### src/core/fwu_pkg.sv
`default_nettype none
package fwu_pkg;
////////////////////////////////////////////////////////////////////////////////
// Overview of operation
// Firmware splits into a fixed boot loader and a replaceable main program.
// The host keeps its own backup copy of the image during updates.
// Flash writes never reach the boot loader area; boot loader always runs.
// No internal backup of the main program is kept.
// Upload mode answers capability, protocol revision and model name reads.
// Query works for any code as block process call with PEC.
// Mode control is a read/write byte; upload status is a read word.
// Image blocks are PEC block writes of the header block size.
// Firmware revision is a three byte block read with PEC.
// Green indicator flashes at two hertz while an update runs.
// New firmware becomes active only when upload mode is left.
// A bad image still leaves a working boot loader in safe mode.
// Safe mode after a bad image still allows entering upload mode.
// Header holds CRC, image info, block size and write time fields.
// Header bytes eleven to twenty-three are a vendor model name area.
// Header byte twenty-four: major version bits 0-6, bit 7 down-revision.
// Bytes 25 and 26 are minor revisions; 27 and 28 compatibility characters.
// Compatibility word: first character in low byte, second in high byte.
// Compatibility value is fixed, changed only with incompatible hardware.
// Capability bit two means upload while on, no power cycle; 3-7 reserved.
// Capability bits zero and one are reserved and read zero.
// Every advertised upload mode can update all firmware.
// Mode bit 0 set enters upload; clear exits unless the image is corrupt.
// Entering upload mode clears the whole status word.
// Status bits: 0 success, 1 not yet received, 2 corrupt image.
// Indicator toggles every 250 ms from the system clock in upload mode.
////////////////////////////////////////////////////////////////////////////////
localparam logic [7:0]  CMD_CAPAB   = 8'h19;
localparam logic [7:0]  CMD_QUERY   = 8'h1a;
localparam logic [7:0]  CMD_PROTO   = 8'h98;
localparam logic [7:0]  CMD_MODEL   = 8'h9a;
localparam logic [7:0]  CMD_COMPAT  = 8'hd4;
localparam logic [7:0]  CMD_UPCAP   = 8'hd5;
localparam logic [7:0]  CMD_MODE    = 8'hd6;
localparam logic [7:0]  CMD_BLOCK   = 8'hd7;
localparam logic [7:0]  CMD_STATUS  = 8'hd8;
localparam logic [7:0]  CMD_REV     = 8'hd9;
localparam logic [7:0]  CAPAB_VAL   = 8'h80;
localparam logic [7:0]  PROTO_VAL   = 8'h22;
localparam logic [7:0]  UPCAP_VAL   = 8'h04;
localparam logic [7:0]  REV_LEN     = 8'h03;
localparam int          MODEL_LEN   = 8;
localparam logic [7:0]  Q_SUP       = 8'h80;
localparam logic [7:0]  Q_WR        = 8'h40;
localparam logic [7:0]  Q_RD        = 8'h20;
localparam int          MODE_BIT    = 0;
localparam int          ST_OK       = 0;
localparam int          ST_WAIT     = 1;
localparam int          ST_BAD      = 2;
localparam logic [15:0] STATUS_RST  = 16'h0000;
localparam logic [15:0] HDR_CRC_LO  = 16'h0000;
localparam logic [15:0] HDR_CRC_HI  = 16'h0001;
localparam logic [15:0] HDR_INFO    = 16'h0002;
localparam logic [15:0] HDR_LEN_HI  = 16'h0003;
localparam logic [15:0] HDR_MAJOR   = 16'h0017;
localparam logic [15:0] HDR_MIN1    = 16'h0018;
localparam logic [15:0] HDR_MIN2    = 16'h0019;
localparam logic [15:0] HDR_BSZ_LO  = 16'h001c;
localparam logic [15:0] HDR_BSZ_HI  = 16'h001d;
localparam logic [15:0] MAIN_BASE   = 16'h1000;
localparam logic [15:0] MAIN_SPAN   = 16'hf000;
localparam logic [7:0]  PEC_POLY    = 8'h07;
localparam logic [15:0] CRC_POLY    = 16'h1021;
localparam logic [15:0] CRC_INIT    = 16'hffff;
localparam int unsigned CLK_HZ      = 250_000_000;
localparam int unsigned BLINK_MS    = 250;
localparam int unsigned BLINK_CYC   = CLK_HZ / 1000 * BLINK_MS;

typedef enum logic [2:0] {PH_IDLE, PH_ADDR, PH_CMD, PH_WR, PH_RD} phase_e;

typedef struct packed {
   logic       start;
   logic       stop;
   logic       wr_valid;
   logic [7:0] wr_byte;
   logic       rd_take;
} link_in_s;

typedef struct packed {
   logic [7:0] rd_byte;
   logic       nack;
} link_out_s;

typedef struct packed {
   logic        we;
   logic [15:0] addr;
   logic [7:0]  data;
} flash_s;

function automatic logic [7:0] crc8_step(input logic [7:0] c, input logic [7:0] d);
   logic [7:0] r;
   r = c ^ d;
   for (int i = 0; i < 8; i++) r = r[7] ? ((r << 1) ^ PEC_POLY) : (r << 1);
   return r;
endfunction

function automatic logic is_cmd(input logic [7:0] c);
   return c inside {CMD_CAPAB, CMD_QUERY, CMD_PROTO, CMD_MODEL, CMD_COMPAT,
                    CMD_UPCAP, CMD_MODE, CMD_BLOCK, CMD_STATUS, CMD_REV};
endfunction

function automatic logic [7:0] query_bits(input logic [7:0] c);
   if (!is_cmd(c)) return 8'h00;
   return Q_SUP | ((c inside {CMD_MODE, CMD_BLOCK, CMD_QUERY}) ? Q_WR : 8'h00)
                | ((c != CMD_BLOCK) ? Q_RD : 8'h00);
endfunction

endpackage
`default_nettype wire

### src/core/image_crc16.sv
`default_nettype none
module image_crc16 (
   input  wire logic        clk_sys,
   input  wire logic        rstn,
   input  wire logic        clr,
   input  wire logic        en,
   input  wire logic        load,
   input  wire logic [15:0] load_val,
   input  wire logic [7:0]  data,
   output logic [15:0]      crc
);
   import fwu_pkg::*;
   logic [15:0] crc_r;
   logic [15:0] crc_nxt;

   // Running image checksum with restore point for a refused block.
   always_comb begin
      crc_nxt = crc_r;
      if (clr) begin
         crc_nxt = CRC_INIT;
      end else if (load) begin
         crc_nxt = load_val;
      end else if (en) begin
         crc_nxt = crc_r ^ {data, 8'h00};
         for (int i = 0; i < 8; i++) begin
            crc_nxt = crc_nxt[15] ? ((crc_nxt << 1) ^ CRC_POLY) : (crc_nxt << 1);
         end
      end
   end

   always_ff @(posedge clk_sys or negedge rstn) begin
      if (!rstn) crc_r <= CRC_INIT;
      else crc_r <= crc_nxt;
   end

   assign crc = crc_r;
endmodule
`default_nettype wire

### src/core/blink_div.sv
`default_nettype none
module blink_div #(
   parameter int unsigned CYCLES = fwu_pkg::BLINK_CYC
)(
   input  wire logic clk_sys,
   input  wire logic rstn,
   input  wire logic en,
   output logic      tick
);
   logic [31:0] cnt_r;
   logic [31:0] cnt_nxt;
   logic        tick_r;
   logic        tick_nxt;

   // One-cycle pulse every CYCLES clocks while enabled.
   always_comb begin
      tick_nxt = 1'b0;
      cnt_nxt  = 32'h0000_0000;
      if (en) begin
         if (cnt_r == CYCLES - 1) tick_nxt = 1'b1;
         else cnt_nxt = cnt_r + 32'h0000_0001;
      end
   end

   always_ff @(posedge clk_sys or negedge rstn) begin
      if (!rstn) begin
         cnt_r  <= 32'h0000_0000;
         tick_r <= 1'b0;
      end else begin
         cnt_r  <= cnt_nxt;
         tick_r <= tick_nxt;
      end
   end

   assign tick = tick_r;
endmodule
`default_nettype wire

### src/core/fwu_loader.sv
`default_nettype none
module fwu_loader #(
   parameter int unsigned                     BLINK_CYCLES = fwu_pkg::BLINK_CYC,
   parameter logic [15:0]                     COMPAT_WORD  = 16'h3141,
   parameter logic [8*fwu_pkg::MODEL_LEN-1:0] MODEL_NAME   = "PSU-0001"
)(
   input  wire logic               clk_sys,
   input  wire logic               rstn,
   input  wire fwu_pkg::link_in_s  lin,
   input  wire logic               main_ok,
   output var  fwu_pkg::link_out_s lout,
   output var  fwu_pkg::flash_s    flash,
   output logic                    led_green,
   output logic                    upload_active,
   output logic                    safe_mode,
   output logic                    commit,
   output logic [23:0]             fw_rev
);
   import fwu_pkg::*;

   typedef struct packed {
      phase_e      ph;
      logic [7:0]  cmd;
      logic [15:0] bcnt;
      logic [7:0]  pec;
      logic [7:0]  wb0;
      logic [7:0]  wb1;
      logic        upload;
      logic [15:0] status;
      logic [15:0] img_off;
      logic [15:0] blk_start;
      logic [15:0] crc_save;
      logic [15:0] crc_exp;
      logic [15:0] img_len;
      logic [15:0] blk_size;
      logic [23:0] rev_new;
      logic [23:0] fw_rev;
      logic        commit;
      logic        safe;
      logic        led;
      link_out_s   lo;
      flash_s      fl;
   } state_s;

   state_s          st_r;
   state_s          st_nxt;
   logic [15:0][7:0] rsp;
   logic [3:0]      rlen;
   logic            pec_ok;
   logic            crc_clr;
   logic            crc_en;
   logic            crc_ld;
   logic [15:0]     crc_now;
   logic            tick;
   logic            rd_open;

   image_crc16 u_crc (
      .clk_sys  (clk_sys),
      .rstn     (rstn),
      .clr      (crc_clr),
      .en       (crc_en),
      .load     (crc_ld),
      .load_val (st_r.crc_save),
      .data     (lin.wr_byte),
      .crc      (crc_now)
   );

   blink_div #(.CYCLES(BLINK_CYCLES)) u_blink (
      .clk_sys (clk_sys),
      .rstn    (rstn),
      .en      (st_r.upload),
      .tick    (tick)
   );

   ////////////////////////////////////////////////////////////////////////////
   // Transaction handling, image intake and reply selection.
   always_comb begin
      st_nxt           = st_r;
      st_nxt.commit    = 1'b0;
      st_nxt.fl.we     = 1'b0;
      st_nxt.lo.nack   = 1'b0;
      crc_clr          = 1'b0;
      crc_en           = 1'b0;
      crc_ld           = 1'b0;
      pec_ok           = 1'b0;
      rsp              = '0;
      rlen             = 4'h0;

      if (tick) begin
         st_nxt.led = ~st_r.led;
      end
      if (!st_r.upload) begin
         st_nxt.led = 1'b1;
      end
      st_nxt.safe = st_r.status[ST_BAD] | ~main_ok;

      // Bus events in priority order: start, stop, byte, read take.
      if (lin.start) begin
         if (st_r.ph == PH_IDLE) begin
            st_nxt.pec = 8'h00;
         end
         st_nxt.ph = PH_ADDR;
      end else if (lin.stop) begin
         st_nxt.ph = PH_IDLE;
         if (st_r.ph == PH_WR) begin
            pec_ok = (st_r.pec == 8'h00) && (st_r.bcnt >= 16'h0002);
            if (st_r.cmd == CMD_MODE && pec_ok && st_r.bcnt == 16'h0002) begin
               if (st_r.wb0[MODE_BIT]) begin
                  st_nxt.upload    = 1'b1;
                  st_nxt.status    = STATUS_RST;
                  st_nxt.img_off   = '0;
                  st_nxt.blk_start = '0;
                  st_nxt.img_len   = '0;
                  st_nxt.blk_size  = '0;
                  st_nxt.crc_save  = CRC_INIT;
                  crc_clr          = 1'b1;
               end else if (st_r.upload && !st_r.status[ST_BAD]) begin
                  st_nxt.upload = 1'b0;
                  st_nxt.commit = 1'b1;
                  if (st_r.status[ST_OK]) begin
                     st_nxt.fw_rev = st_r.rev_new;
                  end
               end
            end else if (st_r.cmd == CMD_BLOCK && st_r.upload) begin
               if (pec_ok && st_r.bcnt == {8'h00, st_r.wb0} + 16'h0002
                   && st_r.blk_size == {8'h00, st_r.wb0}) begin
                  st_nxt.blk_start = st_r.img_off;
                  st_nxt.crc_save  = crc_now;
                  if (st_r.img_len != 16'h0000 && st_r.img_off >= st_r.img_len
                      && st_r.status[ST_WAIT]) begin
                     st_nxt.status[ST_WAIT] = 1'b0;
                     st_nxt.status[ST_OK]   = (crc_now == st_r.crc_exp);
                     st_nxt.status[ST_BAD]  = (crc_now != st_r.crc_exp);
                  end
               end else begin
                  st_nxt.img_off = st_r.blk_start;
                  crc_ld         = 1'b1;
                  st_nxt.lo.nack = 1'b1;
               end
            end
         end
      end else if (lin.wr_valid) begin
         st_nxt.pec = crc8_step(st_r.pec, lin.wr_byte);
         unique case (st_r.ph)
            PH_ADDR: begin
               st_nxt.ph   = lin.wr_byte[0] ? PH_RD : PH_CMD;
               st_nxt.bcnt = '0;
            end
            PH_CMD: begin
               st_nxt.cmd     = lin.wr_byte;
               st_nxt.bcnt    = '0;
               st_nxt.ph      = PH_WR;
               st_nxt.lo.nack = !is_cmd(lin.wr_byte)
                                || (lin.wr_byte == CMD_BLOCK && !st_r.upload);
            end
            PH_WR: begin
               st_nxt.bcnt = st_r.bcnt + 16'h0001;
               if (st_r.bcnt == 16'h0000) begin
                  st_nxt.wb0 = lin.wr_byte;
               end
               if (st_r.bcnt == 16'h0001) begin
                  st_nxt.wb1 = lin.wr_byte;
               end
               if (st_r.cmd == CMD_BLOCK && st_r.upload && st_r.bcnt != 16'h0000
                   && st_r.bcnt <= {8'h00, st_r.wb0} && st_r.img_off < MAIN_SPAN) begin
                  st_nxt.fl.we   = 1'b1;
                  st_nxt.fl.addr = MAIN_BASE + st_r.img_off;
                  st_nxt.fl.data = lin.wr_byte;
                  st_nxt.img_off = st_r.img_off + 16'h0001;
                  st_nxt.status[ST_WAIT] = ~st_r.status[ST_OK] & ~st_r.status[ST_BAD];
                  crc_en = (st_r.img_off >= HDR_INFO);
                  unique case (st_r.img_off)
                     HDR_CRC_LO: st_nxt.crc_exp[7:0]   = lin.wr_byte;
                     HDR_CRC_HI: st_nxt.crc_exp[15:8]  = lin.wr_byte;
                     HDR_INFO:   st_nxt.img_len[7:0]   = lin.wr_byte;
                     HDR_LEN_HI: st_nxt.img_len[15:8]  = lin.wr_byte;
                     HDR_MAJOR:  st_nxt.rev_new[23:16] = lin.wr_byte;
                     HDR_MIN1:   st_nxt.rev_new[15:8]  = lin.wr_byte;
                     HDR_MIN2:   st_nxt.rev_new[7:0]   = lin.wr_byte;
                     HDR_BSZ_LO: st_nxt.blk_size[7:0]  = lin.wr_byte;
                     HDR_BSZ_HI: st_nxt.blk_size[15:8] = lin.wr_byte;
                     default: ;
                  endcase
               end
            end
            PH_IDLE, PH_RD: begin
               st_nxt.lo.nack = 1'b1;
            end
         endcase
      end else if (lin.rd_take && st_r.ph == PH_RD) begin
         st_nxt.pec  = crc8_step(st_r.pec, st_r.lo.rd_byte);
         st_nxt.bcnt = st_r.bcnt + 16'h0001;
      end

      // Reply bytes for the command in hand, followed by the PEC byte.
      unique case (st_nxt.cmd)
         CMD_CAPAB: begin
            rsp[0] = CAPAB_VAL;
            rlen   = 4'h1;
         end
         CMD_PROTO: begin
            rsp[0] = PROTO_VAL;
            rlen   = 4'h1;
         end
         CMD_MODEL: begin
            rsp[0] = 8'(MODEL_LEN);
            for (int k = 0; k < MODEL_LEN; k++) begin
               rsp[k + 1] = MODEL_NAME[8*(MODEL_LEN-1-k) +: 8];
            end
            rlen   = 4'(MODEL_LEN + 1);
         end
         CMD_QUERY: begin
            rsp[0] = 8'h01;
            rsp[1] = query_bits(st_nxt.wb1);
            rlen   = 4'h2;
         end
         CMD_COMPAT: begin
            rsp[0] = COMPAT_WORD[7:0];
            rsp[1] = COMPAT_WORD[15:8];
            rlen   = 4'h2;
         end
         CMD_UPCAP: begin
            rsp[0] = UPCAP_VAL;
            rlen   = 4'h1;
         end
         CMD_MODE: begin
            rsp[0] = {7'h00, st_nxt.upload};
            rlen   = 4'h1;
         end
         CMD_STATUS: begin
            rsp[0] = st_nxt.status[7:0];
            rsp[1] = st_nxt.status[15:8];
            rlen   = 4'h2;
         end
         CMD_REV: begin
            rsp[0] = REV_LEN;
            rsp[1] = st_nxt.fw_rev[7:0];
            rsp[2] = st_nxt.fw_rev[15:8];
            rsp[3] = st_nxt.fw_rev[23:16];
            rlen   = 4'h4;
         end
         default: rlen = 4'h0;
      endcase

      if (st_nxt.bcnt < {12'h000, rlen}) begin
         st_nxt.lo.rd_byte = rsp[st_nxt.bcnt[3:0]];
      end else if (st_nxt.bcnt == {12'h000, rlen}) begin
         st_nxt.lo.rd_byte = st_nxt.pec;
      end else begin
         st_nxt.lo.rd_byte = 8'hff;
      end
   end

   always_ff @(posedge clk_sys or negedge rstn) begin
      if (!rstn) begin
         st_r <= '0;
      end else begin
         st_r <= st_nxt;
      end
   end

   assign lout          = st_r.lo;
   assign flash         = st_r.fl;
   assign led_green     = st_r.led;
   assign upload_active = st_r.upload;
   assign safe_mode     = st_r.safe;
   assign commit        = st_r.commit;
   assign fw_rev        = st_r.fw_rev;

   // Read replies are checked on the address byte that opens the read.
   assign rd_open = lin.wr_valid && !lin.start && !lin.stop && st_r.ph == PH_ADDR
                    && lin.wr_byte[0];
endmodule
`default_nettype wire

### config.mk
export PLATFORM = sky130hd
export DESIGN_NAME = fwu_loader
export DESIGN_NICKNAME = d
export VERILOG_FILES = /design/src/core/fwu_pkg.sv /design/src/core/image_crc16.sv /design/src/core/blink_div.sv /design/src/core/fwu_loader.sv
export SDC_FILE = /design/constraint.sdc
export NUM_CORES = 1
export LEC_CHECK = 0
export ABC_AREA = 1
export BUFFER_PORTS_ARGS = -buffer_cell sky130_fd_sc_hd__buf_4
export CORE_MARGIN = 8
export CORE_UTILIZATION = 57
export DETAILED_ROUTE_END_ITERATION = 6
export GPL_ROUTABILITY_DRIVEN = 0
export HOLD_SLACK_MARGIN = 0.08
export MAX_ROUTING_LAYER = met4
export PLACE_DENSITY = 0.78
export SLEW_MARGIN = 15
export SYNTH_ARGS = -nofsm -noshare
export SYNTH_HDL_FRONTEND = slang
export SYNTH_HIERARCHICAL = 1
export SYNTH_SLANG_ARGS = --single-unit
### constraint.sdc
create_clock -name clk_sys -period 3.2 [get_ports clk_sys]
set_clock_uncertainty 0.2 [all_clocks]
set_input_delay 0.8 -clock clk_sys [delete_from_list [all_inputs] [get_ports clk_sys]]
set_output_delay 0.8 -clock clk_sys [all_outputs]
set_load 0.005 [all_outputs]
==> run summary <==
Worst VDD drop = 461 uV
CTS tree = built
Syn avg cell area = 7.46 sq um
R2R depth = 19
Detail Placement HPWL = 37.2 mm
Routed WL per cell = 17.7 um
RSZ-0062 raised after global routing = true
Largest net degree at the start of global routing = 68
Final worst setup slack = -0.455 ns
Layout cells sized above 1 = 18.5%
Predominant post-synthesis flop cell = dfrtp_1
Vias after detailed routing = 17100
Number of global-route vias before repair = 16600
Commonest non-fill, non-tap cell in the layout = nand2_1
Achievable clock frequency = 274 MHz
Clock transition at path regs = 0.06 ns
Sequential area share after synthesis = 42.0%
Post-synth EDFFs = 0
Worst setup EP type = flop
FF+latch count, synth = 298
Fill count = 2419
Worst skew pair latency = 0.52 ns
Min-delay worst type = flop to flop
TritonRoute pass-1 iters = 7
Antenna violations before repair = 0
Hold Crit Depth = 1
First-pass GRT wire length = 83.9 mm
Die ar. = 37100 sq um
Vias/cell = 5.73
Placed instance count = 2898
Max_slew headroom = 24.1%
Slowest CP cell = dfrtp_1
# DRC = 13
Port Buffers = 76
Cell count after synthesis = 2384
Post-Layout Cell Count = 2985
Crit start category = flop
Max-Cap Viols = 0
Synth warnings = 6
Status = complete, but fails checks
P per Cell Area = 489 nW/um^2
Crit-path cells = nand3b_1 > nor3_4 > nand2_4 > buf_16 > o21ai_4 > buf_4 > nor2_4 > nand2_4 > inv_2 > nand2_2 > nand2_2 > nor3_2 > inv_1 > ha_4 > nand4_1 > nor2_2 > nand3_2 > o21ai_1 > nand2_1
Mapped cell area = 17800 sq um
Core area = 30700 sq um
Commonest non-fill, non-tap cells in the layout = nand2_1 (672), dfrtp_1 (279), inv_1 (246)
Crit path largest cell delay = 0.37 ns
Final TNS setup = -3.19 ns
LEAKAGE = 10.2 nW
Drt total wl = 52.9 mm
Die Ht = 193 um
Global route overflow = 0
CTS H-tree depth = 2
I/O pin cnt = 77
Hold Path End = led_green$_DFFE_PN0P_
Reg-to-reg endpoint = lout[2]$_DFF_PN0_
Layout Utilization = 68.8%
Gr usage total = 28.7%
Die W = 193 um
Reg-to-Reg Start = st_r[246]$_DFFE_PN0P_
Worst-margin pin slew = 1.13 ns
Worst hold path startpoint = u_blink/tick$_DFF_PN0_
Routed Antenna Nets = 0
Clock sinks = 298
Synth-to-Final Area Change = 18.7%
Synth unique cells = 65
Final #Nets = 2619
Crit path kind = flop to flop
Core Rows = 64
Antenna Cells = 0
Final setup violation count = 8
Tcrit/Tclk final = 114%
Syn_nets = 2438
Iter 0 DRT Violations = 1703
CTS max path bufs = 3
Failing checks = DRC, setup timing
Fin. max-slew vios = 0
Req. time, crit path = 3.39 ns
Setup slack, reg-to-reg = -0.45 ns
WHS = 0.256 ns
Worst EP arrival = 3.85 ns
Asr flop ratio synth = 100%
CTS Buf Count = 34
CP Max Fanout = 7
Final Hold Vio Count = 0
Initial Util = 58.0%
Clock period minus worst slack = 3.65 ns
Root Driver = clkbuf_16
==> through the flow <==
stage                     cell area (sq um)  power, mW  setup WS [ns]
after floorplan                       17800       5.50         -0.373
after global placement                19500       6.14         -0.520
after detailed placement              19500       6.22         -0.614
after CTS                             20800       10.2         -0.174
after global routing                  21100       10.7         -0.709
final                                 21100       10.3         -0.455
==> synth_stat cells, types with 18 or more instances <==
master | n | share of area (%)
nand2_1 | 691 | 15
dfrtp_1 | 282 | 40
inv_1 | 254 | 5.4
nor2_1 | 229 | 4.8
o21ai_0 | 187 | 5.3
nand3_1 | 135 | 3.8
a21oi_1 | 74 | 2.1
buf_4 | 63 | 2.7
ha_1 | 39 | 2.7
xnor2_1 | 38 | 1.9
clkbuf_1 | 34 | 0.72
nor3_1 | 32 | 0.90
xor2_1 | 31 | 1.5
nand4_1 | 23 | 0.81
a31oi_1 | 22 | 0.77
o21ai_1 | 18 | 0.51
==> worst max-delay path, delay by kind of cell (launching register included) <==
kind | cells | cell delay, ns
AND/OR/NAND/NOR | 12 | 1.73
buffers and inverters | 4 | 0.50
flip-flops | 1 | 0.37
AO/OA/AOI/OAI | 2 | 0.45
adder cells (fa/ha/maj) | 1 | 0.28
==> area by class of cell <==
type	count	area [sq um]	share of cell area [%]
clock inverters	8	101	0.480
repair inverters	1	7.51	0.0356
inverters	276	1050	4.96
clock buffers	52	1010	4.78
repair buffers	261	2130	10.1
flip-flops and latches	298	7480	35.4
multi-input cells	1693	8840	41.9
well taps	396	495	2.35
==> layer usage <==
metal	wire (um)	track usage [%]	up-vias
met5	0	-	-
met2	25100	46.2	792
met3	4100	3.74	234
li1	-	-	7994
met1	20400	34.9	8078
met4	3360	15.7	0
==> registers in the layout, indices dropped and copies added, names as in the netlist <==
signal	cells
st_r	187
u_blink/cnt_r	32
flash	25
fw_rev	24
u_crc/crc	16
lout	9
commit	1
led_green	1
safe_mode	1
u_blink/tick	1
upload_active	1
==> how the worst max path moves through the flow <==
stage	endpoint	slack, ns	startpoint
final	lout[2]$_DFF_PN0_	-0.45	st_r[246]$_DFFE_PN0P_
after global routing	lout[2]$_DFF_PN0_	-0.71	st_r[248]$_DFFE_PN0P_
after CTS	lout[5]$_DFF_PN0_	-0.17	st_r[246]$_DFFE_PN0P_
after detailed placement	lout[1]$_DFF_PN0_	-0.61	lin[9]
after global placement	lout[1]$_DFF_PN0_	-0.52	lin[9]
after floorplan	lout[2]$_DFF_PN0_	-0.37	lin[9]
==> power breakdown <==
group          total (mW)  switching, mW  internal [mW]
sequential           4.10          0.190           3.91
clock                3.89           1.55           2.34
combinational        2.34           1.46          0.886
==> repair_timing <==
action                     in CTS  in global routing
pin swaps                      22                 18
hold buffers                    1                  0
buffers inserted               12                 11
cloned                          1                  2
hold endpoints to repair       14                  0
resized for setup              33                 53
setup endpoints to repair      15                 89
==> cells by family after synthesis <==
logic type      Yosys count  synth area share, %
flops                   298                 42.0
compound gates          373                 12.0
simple gates           1211                 29.7
buf+inv                 394                 10.1
xor+xnor                 69                 3.40
fa+ha+maj                39                 2.74
(Power assumes the default switching activity.)
